`config.mk`:
```
export PLATFORM = sky130hd
export DESIGN_NAME = clock_wait_halt_control
export DESIGN_NICKNAME = d
export VERILOG_FILES = /design/src/rtl/clk_ctrl_pkg.sv /design/src/rtl/clock_wait_halt_control.sv
export SDC_FILE = /design/constraint.sdc
export NUM_CORES = 1
export LEC_CHECK = 0
export BUFFER_PORTS_ARGS = -buffer_cell sky130_fd_sc_hd__buf_4
export CAP_MARGIN = 20
export CORE_UTILIZATION = 35
export CTS_BUF_LIST = sky130_fd_sc_hd__clkbuf_2 sky130_fd_sc_hd__clkbuf_4 sky130_fd_sc_hd__clkbuf_8
export CTS_CLUSTER_SIZE = 40
export DETAILED_ROUTE_END_ITERATION = 12
export PLACE_DENSITY = 0.71
export SKIP_CTS_REPAIR_TIMING = 1
export SYNTH_ARGS = -nofsm -noshare
export SYNTH_HDL_FRONTEND = slang
export SYNTH_SLANG_ARGS = --single-unit
```
`constraint.sdc`:
```
create_clock -name hclk -period 1.85 [get_ports hclk]
set_input_delay 0.185 -clock hclk [delete_from_list [all_inputs] [get_ports hclk]]
set_output_delay 0.185 -clock hclk [all_outputs]
set_load 0.01 [all_outputs]
```
`src/rtl/clk_ctrl_pkg.sv`:
```
// constants shared by the clock, wait and halt control block
// assumes a 32-bit AHB-Lite slave port, one register per aligned word
package clk_ctrl_pkg;
    // register byte addresses
    localparam logic [31:0] OFS_WAIT_CTRL = 32'h0000_00fc;
    localparam logic [31:0] OFS_MODE_CFG  = 32'h0000_00f8;
    localparam logic [31:0] OFS_STATUS    = 32'h0000_00f4;
    // reset values
    localparam logic [7:0] WAIT_CTRL_RESET = 8'h7f;
    localparam logic [7:0] MODE_CFG_RESET  = 8'he0;
    // wait control fields
    localparam int WAIT_DATA_LSB     = 0;
    localparam int WAIT_PROG_LSB     = 3;
    localparam int WAIT_WDOG_OFF_BIT = 6;
    // mode config fields
    localparam int MODE_PRESC_LSB  = 2;
    localparam int MODE_BYPASS_BIT = 5;
    // status fields (bits 4:0 carry the one-hot state)
    localparam int STAT_LOOP_BIT   = 5;
    localparam int STAT_EXTW_BIT   = 6;
    localparam int STAT_BYPASS_BIT = 7;
    // widths
    localparam int CNT_W = 3;
    localparam int DMA_W = 5;
    // dma transfer lengths in internal clock ticks
    localparam logic [4:0] DMA_REG_TICKS  = 5'h08;
    localparam logic [4:0] DMA_MEM_TICKS  = 5'h10;
    localparam logic [4:0] DMA_IDLE_EXTRA = 5'h02;
    // ahb encodings
    localparam logic [1:0] HTRANS_NONSEQ_BIT = 2'h2;
    localparam logic [1:0] HRESP_OKAY        = 2'h0;
    // power states
    typedef enum logic [4:0] {
        ST_RUN     = 5'b00001,
        ST_RUN_DMA = 5'b00010,
        ST_WFI     = 5'b00100,
        ST_WFI_DMA = 5'b01000,
        ST_HALT    = 5'b10000
    } pwr_state_t;
endpackage : clk_ctrl_pkg

```
`src/rtl/clock_wait_halt_control.sv`:
```
// clock, wait-state, halt and wait-for-interrupt control
// assumes hclk is the oscillator and cpu-side inputs share hclk
`timescale 1ns/100ps
`default_nettype none
module clock_wait_halt_control (
    input  wire logic        hclk,
    input  wire logic        hresetn,
    input  wire logic        clock_en,
    input  wire logic        hsel,
    input  wire logic [31:0] haddr,
    input  wire logic [1:0]  htrans,
    input  wire logic        hwrite,
    input  wire logic [2:0]  hsize,
    input  wire logic [31:0] hwdata,
    input  wire logic        hready,
    output logic             hreadyout,
    output logic [31:0]      hrdata,
    output logic [1:0]       hresp,
    output logic             oscillator_output,
    output logic             internal_clock_en,
    output logic             core_clock_en,
    input  wire logic        cycle_external,
    input  wire logic        cycle_program,
    input  wire logic        ext_wait_pin_n,
    input  wire logic        ext_wait_enable,
    input  wire logic        halt_req,
    input  wire logic        wfi_req,
    input  wire logic        irq_ack,
    input  wire logic [2:0]  core_priority_level,
    input  wire logic        dma_req,
    input  wire logic [2:0]  dma_priority,
    input  wire logic        dma_to_memory,
    output logic             dma_active,
    output logic             dma_done,
    input  wire logic [7:0]  cpu_ad_out,
    input  wire logic        cpu_ad_oe,
    input  wire logic [7:0]  cpu_high_addr,
    input  wire logic [7:0]  next_opcode_addr,
    input  wire logic        cpu_as_n,
    input  wire logic        cpu_ds_n,
    input  wire logic        cpu_rw_n,
    output logic [7:0]       muxed_addr_data_port_out,
    output logic             muxed_addr_data_port_oe,
    output logic [7:0]       high_address_port,
    output logic             address_strobe_n,
    output logic             data_strobe_n,
    output logic             read_write_n,
    output logic             halt_loop
);
    import clk_ctrl_pkg::*;
    // dma length, idle adds its overhead
    function automatic logic [DMA_W-1:0] dma_len(input logic mem,
                                                  input logic idle);
        logic [DMA_W-1:0] len;
        len = mem ? DMA_MEM_TICKS : DMA_REG_TICKS;
        if (idle) begin
            len = len + DMA_IDLE_EXTRA;
        end
        return len;
    endfunction : dma_len
    pwr_state_t       state;
    logic [7:0]       wait_ctrl;
    logic [7:0]       mode_cfg;
    logic             div_phase;
    logic             bypass_act;
    logic             mode_written;
    logic [CNT_W-1:0] base_left;
    logic [CNT_W-1:0] wait_left;
    logic             cyc_ext;
    logic [DMA_W-1:0] dma_left;
    logic             ack_pend;
    logic             extw_meta;
    logic             extw_sync_n;
    logic             dp_valid;
    logic             dp_write;
    logic [31:0]      dp_addr;
    logic             int_tick;
    logic             ext_hold;
    logic             cycle_end;
    logic             dma_ok_wfi;
    logic             dma_fin;
    logic             parked;
    logic             addr_phase;
    logic [CNT_W-1:0] presc_sel;
    logic [CNT_W-1:0] next_waits;
    // bus never stalls except while frozen by the clock enable
    assign hreadyout = clock_en;
    assign hresp     = HRESP_OKAY;
    assign presc_sel = mode_cfg[MODE_PRESC_LSB +: CNT_W];
    assign int_tick = clock_en && (state != ST_HALT)
                      && (bypass_act || div_phase);
    assign internal_clock_en = int_tick;
    assign ext_hold = ext_wait_enable && !extw_sync_n && cyc_ext;
    // core edge only once all counts spent
    assign cycle_end = int_tick && (state == ST_RUN)
                       && (base_left == '0) && (wait_left == '0)
                       && !ext_hold;
    assign dma_ok_wfi = dma_req && (dma_priority <= core_priority_level);
    assign dma_fin = int_tick && (dma_left == DMA_W'(1))
                     && ((state == ST_RUN_DMA) || (state == ST_WFI_DMA));
    // per-space wait count, internal gets none
    assign next_waits = !cycle_external ? '0 :
                        cycle_program ? wait_ctrl[WAIT_PROG_LSB +: CNT_W]
                                      : wait_ctrl[WAIT_DATA_LSB +: CNT_W];
    assign parked = (state == ST_WFI) || (state == ST_WFI_DMA)
                    || (state == ST_HALT);
    assign addr_phase = hsel && hready && htrans[1]
                        && (hsize == 3'h2 || hsize != 3'h2);
    // external wait pin synchroniser, first stage read only by second
    always_ff @(posedge hclk or negedge hresetn) begin
        if (!hresetn) begin
            extw_meta   <= 1'b1;
            extw_sync_n <= 1'b1;
        end else if (clock_en) begin
            extw_meta   <= ext_wait_pin_n;
            extw_sync_n <= extw_meta;
        end
    end
    // oscillator divider; bypass changes only at a period end
    always_ff @(posedge hclk or negedge hresetn) begin
        if (!hresetn) begin
            div_phase  <= 1'b0;
            bypass_act <= 1'b0;
        end else if (clock_en && state != ST_HALT) begin
            div_phase <= !div_phase;
            // bypass switch on boundary
            // reset value has the bypass bit set, so only a write may apply it
            if (div_phase) begin
                bypass_act <= mode_written && mode_cfg[MODE_BYPASS_BIT];
            end
        end
    end
    // stopped oscillator leaves its output high
    always_ff @(posedge hclk or negedge hresetn) begin
        if (!hresetn) begin
            oscillator_output <= 1'b0;
        end else if (clock_en) begin
            oscillator_output <= (state == ST_HALT) ? 1'b1
                                                     : !oscillator_output;
        end
    end
    // core cycle counters: prescale part first, then waits
    always_ff @(posedge hclk or negedge hresetn) begin
        if (!hresetn) begin
            base_left <= '0;
            wait_left <= '0;
            cyc_ext   <= 1'b0;
        end else if (clock_en) begin
            if (cycle_end) begin
                // new rate taken at next cycle
                base_left <= presc_sel;
                wait_left <= next_waits;
                cyc_ext   <= cycle_external;
            end else if (state != ST_RUN) begin
                // n plus one ticks per cycle
                base_left <= presc_sel;
                wait_left <= '0;
                cyc_ext   <= 1'b0;
            end else if (int_tick) begin
                if (base_left != '0) begin
                    base_left <= base_left - CNT_W'(1);
                end else if (wait_left != '0) begin
                    wait_left <= wait_left - CNT_W'(1);
                end
            end
        end
    end
    // core clock enable from prescaled tick
    always_ff @(posedge hclk or negedge hresetn) begin
        if (!hresetn) begin
            core_clock_en <= 1'b0;
        end else if (clock_en) begin
            core_clock_en <= cycle_end;
        end
    end
    // power state machine
    always_ff @(posedge hclk or negedge hresetn) begin
        if (!hresetn) begin
            state     <= ST_RUN;
            halt_loop <= 1'b0;
            ack_pend  <= 1'b0;
            dma_left  <= '0;
        end else if (clock_en) begin
            unique case (state)
                ST_RUN: begin
                    if (halt_req) begin
                        if (!wait_ctrl[WAIT_WDOG_OFF_BIT]) begin
                            halt_loop <= 1'b1;
                        end else begin
                            state <= ST_HALT;
                        end
                    end else if (wfi_req) begin
                        state    <= ST_WFI;
                        ack_pend <= 1'b0;
                    end else if (cycle_end && dma_req) begin
                        state    <= ST_RUN_DMA;
                        dma_left <= dma_len(dma_to_memory, 1'b0);
                    end
                end
                ST_RUN_DMA: begin
                    if (dma_fin) begin
                        state <= ST_RUN;
                    end
                    if (int_tick) begin
                        dma_left <= dma_left - DMA_W'(1);
                    end
                end
                ST_WFI: begin
                    if (irq_ack) begin
                        state <= ST_RUN;
                    end else if (int_tick && dma_ok_wfi) begin
                        state    <= ST_WFI_DMA;
                        dma_left <= dma_len(dma_to_memory, 1'b1);
                    end
                end
                ST_WFI_DMA: begin
                    // acknowledge during transfer is kept, not lost
                    if (irq_ack) begin
                        ack_pend <= 1'b1;
                    end
                    if (int_tick) begin
                        dma_left <= dma_left - DMA_W'(1);
                    end
                    if (dma_fin) begin
                        state    <= (ack_pend || irq_ack) ? ST_RUN : ST_WFI;
                        ack_pend <= 1'b0;
                    end
                end
                ST_HALT: state <= ST_HALT;
                default: state <= ST_RUN;
            endcase
        end
    end
    // dma status strobes
    always_ff @(posedge hclk or negedge hresetn) begin
        if (!hresetn) begin
            dma_active <= 1'b0;
            dma_done   <= 1'b0;
        end else if (clock_en) begin
            dma_active <= (state == ST_RUN_DMA) || (state == ST_WFI_DMA);
            dma_done   <= dma_fin;
        end
    end
    // interface lines parked while idle or halted
    always_ff @(posedge hclk or negedge hresetn) begin
        if (!hresetn) begin
            muxed_addr_data_port_out <= '0;
            muxed_addr_data_port_oe  <= 1'b0;
            high_address_port        <= '0;
            address_strobe_n         <= 1'b1;
            data_strobe_n            <= 1'b1;
            read_write_n             <= 1'b1;
        end else if (clock_en) begin
            muxed_addr_data_port_out <= cpu_ad_out;
            muxed_addr_data_port_oe  <= cpu_ad_oe && !parked;
            high_address_port <= parked ? next_opcode_addr : cpu_high_addr;
            address_strobe_n  <= parked || cpu_as_n;
            data_strobe_n     <= parked || cpu_ds_n;
            read_write_n      <= parked || cpu_rw_n;
        end
    end
    // ahb address phase capture
    always_ff @(posedge hclk or negedge hresetn) begin
        if (!hresetn) begin
            dp_valid <= 1'b0;
            dp_write <= 1'b0;
            dp_addr  <= '0;
        end else if (clock_en) begin
            dp_valid <= addr_phase;
            dp_write <= addr_phase && hwrite;
            dp_addr  <= haddr;
        end
    end
    // register writes land in the data phase
    always_ff @(posedge hclk or negedge hresetn) begin
        if (!hresetn) begin
            wait_ctrl    <= WAIT_CTRL_RESET;
            mode_cfg     <= MODE_CFG_RESET;
            mode_written <= 1'b0;
        end else if (clock_en && dp_valid && dp_write) begin
            if (dp_addr == OFS_WAIT_CTRL) begin
                wait_ctrl <= hwdata[7:0];
            end
            if (dp_addr == OFS_MODE_CFG) begin
                mode_cfg     <= hwdata[7:0];
                mode_written <= 1'b1;
            end
        end
    end
    // read data registered at the address phase; unmapped reads zero
    // a read right after a write to the same word returns the old value
    always_ff @(posedge hclk or negedge hresetn) begin
        if (!hresetn) begin
            hrdata <= '0;
        end else if (clock_en) begin
            hrdata <= '0;
            if (addr_phase && !hwrite) begin
                unique case (haddr)
                    OFS_WAIT_CTRL: hrdata <= {24'h000000, wait_ctrl};
                    OFS_MODE_CFG:  hrdata <= {24'h000000, mode_cfg};
                    OFS_STATUS: begin
                        hrdata <= {24'h000000, bypass_act, !extw_sync_n,
                                   halt_loop, state};
                    end
                    default: hrdata <= '0;
                endcase
            end
        end
    end
endmodule : clock_wait_halt_control
`default_nettype wire

```
# Word level (Yosys, flattened, before mapping)
# Index checks and enable logic that the tools add are counted.
op_classes:
  n_eq_ne: 29
  reduce_logical: 58
  n_bitwise: 1
  magnitude_cmp: 1
  n_mux: 40
  n_addsub: 4
op_table:
  columns: ["operator", "n"]
  rows:
  - ["32-bit by 8-bit == test with 1-bit output (second input constant)", 5]
  - ["5-bit two-way mux", 15]
  - ["3-bit two-way mux", 12]
  - ["5-bit one-hot mux with 5 select lines", 1]
  - ["8-bit one-hot mux with 3 select lines", 1]
  - ["1-bit logical AND", 22]
  - ["3-bit nonzero test", 6]
  - ["8-bit two-way mux", 2]
  - ["5-bit one-hot mux with 3 select lines", 1]
  - ["2-bit inequality test (second input constant)", 6]
  - ["5-bit by 1-bit == test with 1-bit output (second input constant)", 2]
  - ["1-bit logical OR", 9]
  - ["3-bit inequality test (second input constant)", 3]
  - ["2-bit AND reduction", 4]
  - ["4-bit AND reduction", 2]
  - ["8-bit AND reduction", 1]
  - ["1-bit two-way mux", 7]
  - ["1-bit zero test", 6]
  - ["3-bit zero test", 2]
  - ["2-bit by 1-bit inequality test with 1-bit output (second input constant)", 3]
  - ["3-bit by 2-bit inequality test with 1-bit output (second input constant)", 2]
  - ["6-bit AND reduction", 1]
  - ["3-bit by 1-bit subtractor with 3-bit output (second input constant)", 2]
  - ["5-bit by 2-bit adder with 5-bit output (second input constant)", 1]
  - ["other kinds (16)", 17]
totals:
  out_inout_bits: 61
  word_cells: 161
  input_bits: 118
  ff_bits: 130

# Depth between registers and ports, before layout
logic_depth:
  depth_word: 12
  mapped_depth: 9
  mapped_depth_nobuf: 9

# Worst setup path after synthesis
# OpenSTA, ideal clock, no wires.
synth_path:
  kind: "reg-to-reg"
  from: "register state[1]"
  to: "register state[0]"
  t_required_ns: 1.768
  t_arrival_ns: 1.972
  stages_incl_launch_ff: 9
  setup_slack_ns: -0.205
  setup_time_ns: 0.082
  n_path_buf: 1
  synth_period_minus_slack_ns: 2.055
  path_cell_list: "dfrtp_1 > buf_6 > or4_4 > o21ai_4 > inv_2 > and3_4 > o21bai_4 > a21oi_2 > mux2_4"
synth_between:
  elab_chain_len: 10
  elab_cells_between_ends: 24
  cone_classes: "11 x eq/ne; 1 x mux; 12 x reduce/logical"
synth_lines:
  columns: ["item", "line", "rtl"]
  rows:
  - ["start: declaration", "clock_wait_halt_control.sv:61", "pwr_state_t state;"]
  - ["start signal: assignment", "clock_wait_halt_control.sv:225", "state <= (ack_pend || irq_ack) ? ST_RUN : ST_WFI;"]
  - ["5-bit inequality test *", "clock_wait_halt_control.sv:90", "assign int_tick = clock_en && (state != ST_HALT)"]
  - ["1-bit logical AND *", "clock_wait_halt_control.sv:90", null]
  - ["1-bit logical AND *", "clock_wait_halt_control.sv:91", "&& (bypass_act || div_phase);"]
  - ["named net internal_clock_en", "clock_wait_halt_control.sv:20", "output logic internal_clock_en,"]
  - ["1-bit logical AND", "clock_wait_halt_control.sv:95", "assign cycle_end = int_tick && (state == ST_RUN)"]
  - ["1-bit logical AND (2 in a row)", "clock_wait_halt_control.sv:96", "&& (base_left == '0) && (wait_left == '0)"]
  - ["1-bit logical AND", "clock_wait_halt_control.sv:97", "&& !ext_hold;"]
  - ["1-bit logical AND", "clock_wait_halt_control.sv:195", "end else if (cycle_end && dma_req) begin"]
  - ["4-bit by 3-bit inequality test with 1-bit output (no source line)", null, null]
  - ["6-bit AND reduction (no source line) *", null, null]
# The timed path passes the listed nets; every way through them passes the cells marked *.
# A chain may end at the register's enable or synchronous reset.

# Worst setup path after layout
layout_path:
  from: "register dma_left[1]"
  to: "register state[2]"
layout_between:
  elab_chain_len: 5
  elab_cells_between_ends: 6
  cone_classes: "3 x eq/ne; 3 x reduce/logical"
layout_lines:
  columns: ["item", "line", "rtl"]
  rows:
  - ["start: declaration", "clock_wait_halt_control.sv:70", "logic [DMA_W-1:0] dma_left;"]
  - ["start signal: assignment", "clock_wait_halt_control.sv:197", "dma_left <= dma_len(dma_to_memory, 1'b0);"]
  - ["start signal: assignment", "clock_wait_halt_control.sv:205", "dma_left <= dma_left - DMA_W'(1);"]
  - ["start signal: assignment", "clock_wait_halt_control.sv:213", "dma_left <= dma_len(dma_to_memory, 1'b1);"]
  - ["5-bit by 1-bit == test with 1-bit output *", "clock_wait_halt_control.sv:99", "assign dma_fin = int_tick && (dma_left == DMA_W'(1))"]
  - ["1-bit logical AND *", "clock_wait_halt_control.sv:99", null]
  - ["1-bit logical AND *", "clock_wait_halt_control.sv:100", "&& ((state == ST_RUN_DMA) || (state == ST_WFI_DMA));"]
  - ["2-bit inequality test (no source line)", null, null]
  - ["6-bit AND reduction (no source line) *", null, null]
# Every way passes the cells marked *; elsewhere a longest branch is shown, timed or not.

==> flow_summary.rst <==
.. list-table::
   :header-rows: 1

   * - Metric
     - Value
   * - Worst-path clk slew
     - approximately 100 ps
   * - Nature of the critical path startpoint
     - flip-flop
   * - Detailed Place HPWL
     - around 11,000 µm
   * - Max-slew violation total from the final report
     - 0
   * - Final instance area
     - approximately 7500 µm²
   * - DR top layer
     - met4
   * - IO Port Bufs
     - between 100 and 150
   * - Max Clock Skew
     - approximately 10 ps
   * - Setup ws final
     - -313 ps
   * - Number of sinks on the clock net
     - 106
   * - Synthesized area
     - 5390 µm²
   * - Hold WC Path Type
     - in2reg
   * - Critical path startpoint
     - dma_left[1]
   * - I/O pins
     - about 180
   * - Mean area per synthesized cell
     - 11.1 µm²
   * - Largest fanout on the critical path
     - 2
   * - Highest achievable clock rate
     - about 0.46 GHz
   * - Slack of the worst reg-to-reg path
     - -310 ps
   * - Full die area
     - between 15,000 and 20,000 µm²
   * - Wire length on met1
     - 6340 µm
   * - IR drop worst, VDD
     - about 0.0007 V
   * - Overall die height
     - 126 µm
   * - Ant. Diodes
     - 0
   * - Final setup violation count
     - 26
   * - TritonCTS clock tree
     - built
   * - Routed length on met3
     - approximately 750 µm
   * - Iteration-0 DRC count of the detailed router
     - between 200 and 250
   * - Pin count of the biggest net entering global routing
     - between 70 and 80
   * - Post-synthesis sequential element count
     - around 110
   * - Placer Congestion
     - 0.854
   * - Count of standard-cell rows
     - 45
   * - Growth of design area from synthesis to finish
     - 38.7%
   * - Static power due to leakage
     - about 3.4 nW
   * - Total number of nets in the final design
     - 785
   * - Number of max-cap violations
     - 0
   * - Worst R2R End
     - state[2]
   * - Post-synthesis cell type count
     - 63
   * - Maximum number of buffers from clock root to sink
     - 2
   * - Via count of the first global-routing pass
     - 4,374
   * - Num CTS Buffers
     - 9
   * - Total power
     - roughly 8.1 mW
   * - Detailed-route DRC error count
     - 0
   * - Wire length reported by the detailed router
     - 14,500 µm
   * - Capturing instance or port of the critical path
     - state[2]
   * - Routed via count divided by cell count
     - 5.14
   * - CTS H-Tree Depth
     - 3
   * - Commonest non-fill, non-tap cells in the layout
     - buf_4 (166), dfrtp_1 (90), mux2_2 (61)
   * - Detailed Routing Iterations Pass 1
     - 4
   * - Post-synth top flop
     - dfrtp_1
   * - Fraction of synthesis flops using an asynchronous set or reset pin
     - 1.00
   * - Antenna violations before repair
     - 0
   * - Result of the run
     - finished with violations
   * - Data arrival at the endpoint of the critical path
     - ~2500 ps
   * - Clk Latency, worst-skew pair
     - a little under 400 ps
   * - Launch point of the worst reg-to-reg path
     - dma_left[1]
   * - Placed instance area
     - between 6000 and 7000 µm²
   * - Global route overflow
     - 0
   * - Number of antenna-violating nets in the routed design
     - 0
   * - Core area
     - around 15,000 µm²
   * - Share of synthesized area occupied by flip-flops and latches
     - 0.496
   * - Floorplan die width
     - 126 µm
   * - Global-route usage over all layers
     - 0.180
   * - Final worst path period need
     - about 2200 ps
   * - Crit path required time
     - 2160 ps
   * - Unrepaired setup endpoints after global routing
     - true
   * - Clock Tree Root
     - clkbuf_8
   * - Post-Syn Instances
     - just under 500
   * - Total number of vias
     - between 4,000 and 5,000
   * - Critical Path End Type
     - flip-flop
   * - Violations in the final reports
     - negative setup slack
   * - Warnings, synthesis
     - 0
   * - DP Worst Slack
     - -317 ps
   * - Effective utilization at floorplan
     - 0.356
   * - Number of enable-type register cells in the synthesized netlist
     - 0
   * - Met2 wire length
     - a little over 7000 µm
   * - Commonest non-fill, non-tap cell in the layout
     - buf_4
   * - Hold Vio Cnt, Final
     - 0
   * - Wire per inst
     - approximately 17 µm
   * - Power Dens Cells
     - roughly 1100 nW/µm²
   * - Global-route wire length before repair
     - about 22,000 µm
   * - Min Hold Slack
     - 16.7 ps
   * - Depth of the most critical reg-to-reg path
     - 9
   * - Post-route clock period utilization
     - 1.17
   * - Crit Path Class
     - reg2reg
   * - Fraction of final layout cells with drive strength greater than 1
     - 0.526
metrics by stage:
stage	utilization	cells	TNS, ps
after detailed placement	0.450	825	-3310
after floorplan	-	509	-1150
after global placement	0.450	825	-1800
final	0.494	851	-3170
after CTS	0.465	841	-4380
after global routing	0.494	851	-5720
final cells by class:
class,instances,area (µm²)
repair buffers,186,1500
well taps,188,235
multi-input cells,331,2770
flip-flops and latches,106,2670
clock inverters,4,57.6
fillers,1346,7670
inverters,24,90.1
clock buffers,12,159
where the power goes:
group	switching (mW)	total [mW]	internal [mW]
registers	0.261	2.94	2.68
logic	1.81	3.62	1.81
clock network	0.839	1.57	0.730
total	2.91	8.13	5.22
synth_stat cells (4+ instances only):
library cell | count | share of area
o21ai_0 | 17 | 0.016
mux2_2 | 66 | 0.14
nand2b_1 | 5 | 0.0058
ha_1 | 9 | 0.021
nor2_1 | 33 | 0.023
buf_2 | 4 | 0.0037
mux2_1 | 4 | 0.0084
and3_1 | 5 | 0.0058
a21oi_1 | 26 | 0.024
buf_4 | 27 | 0.038
nor4_1 | 13 | 0.015
nand2_1 | 20 | 0.014
nor3_1 | 8 | 0.0074
inv_1 | 22 | 0.015
dfstp_2 | 16 | 0.078
nand3_1 | 7 | 0.0065
nand4_1 | 5 | 0.0058
o2bb2ai_1 | 9 | 0.015
a22oi_1 | 8 | 0.011
o31ai_1 | 4 | 0.0056
mux2i_1 | 10 | 0.019
a31oi_1 | 6 | 0.0070
clkbuf_1 | 16 | 0.011
dfrtp_1 | 90 | 0.42
cell families (layout without fill, tap and decap cells):
family,after synthesis,in the layout,synth area share
AO/OA/AOI/OAI,96,96,0.121
XOR/XNOR,3,3,0.00487
adder cells (fa/ha/maj),9,9,0.0209
buffers and inverters,72,226,0.0712
flip-flops,106,106,0.496
multiplexers,81,81,0.168
other,1,26,0.000695
AND/OR/NAND/NOR,116,116,0.118
registers in the layout (all words and copies together) (netlist names), 5 cells and up:
| signal | cells |
|---|---|
| dma_left | 5 |
| dp_addr | 32 |
| high_address_port | 8 |
| hrdata | 8 |
| mode_cfg | 8 |
| muxed_addr_data_port_out | 8 |
| state | 5 |
| wait_ctrl | 8 |
critical path: stages, from the launching register on:
cell and delay [ps]:
dfrtp_1 400, inv_2 80, ha_4 110, or4b_4 450, a211oi_2 180, o221ai_2 140, o21bai_4 210, a21oi_2 170
buf_4 140, mux2i_1 210
worst min path at each step:
| stage | start | to | slack, ps | cells after the start |
|---|---|---|---|---|
| floorplan | hresetn | ack_pend | -110 | 0 |
| global placement | hresetn | dp_addr[13] | 160 | 1 |
| detailed placement | hresetn | dp_addr[13] | 180 | 1 |
| CTS | hresetn | dp_addr[9] | -250 | 1 |
| global route | cpu_ad_out[5] | muxed_addr_data_port_out[5] | 3 | 2 |
| finish | cpu_rw_n | read_write_n | 20 | 3 |
layer usage:
| layer | global-route usage | vias up |
|---|---|---|
| met5 | 0 | - |
| met4 | 0.0567 | 0 |
| li1 | - | 2042 |
| met2 | 0.299 | 142 |
| met1 | 0.226 | 2173 |
| met3 | 0.0506 | 20 |
Note: power is estimated with default switching activity, not from simulation.
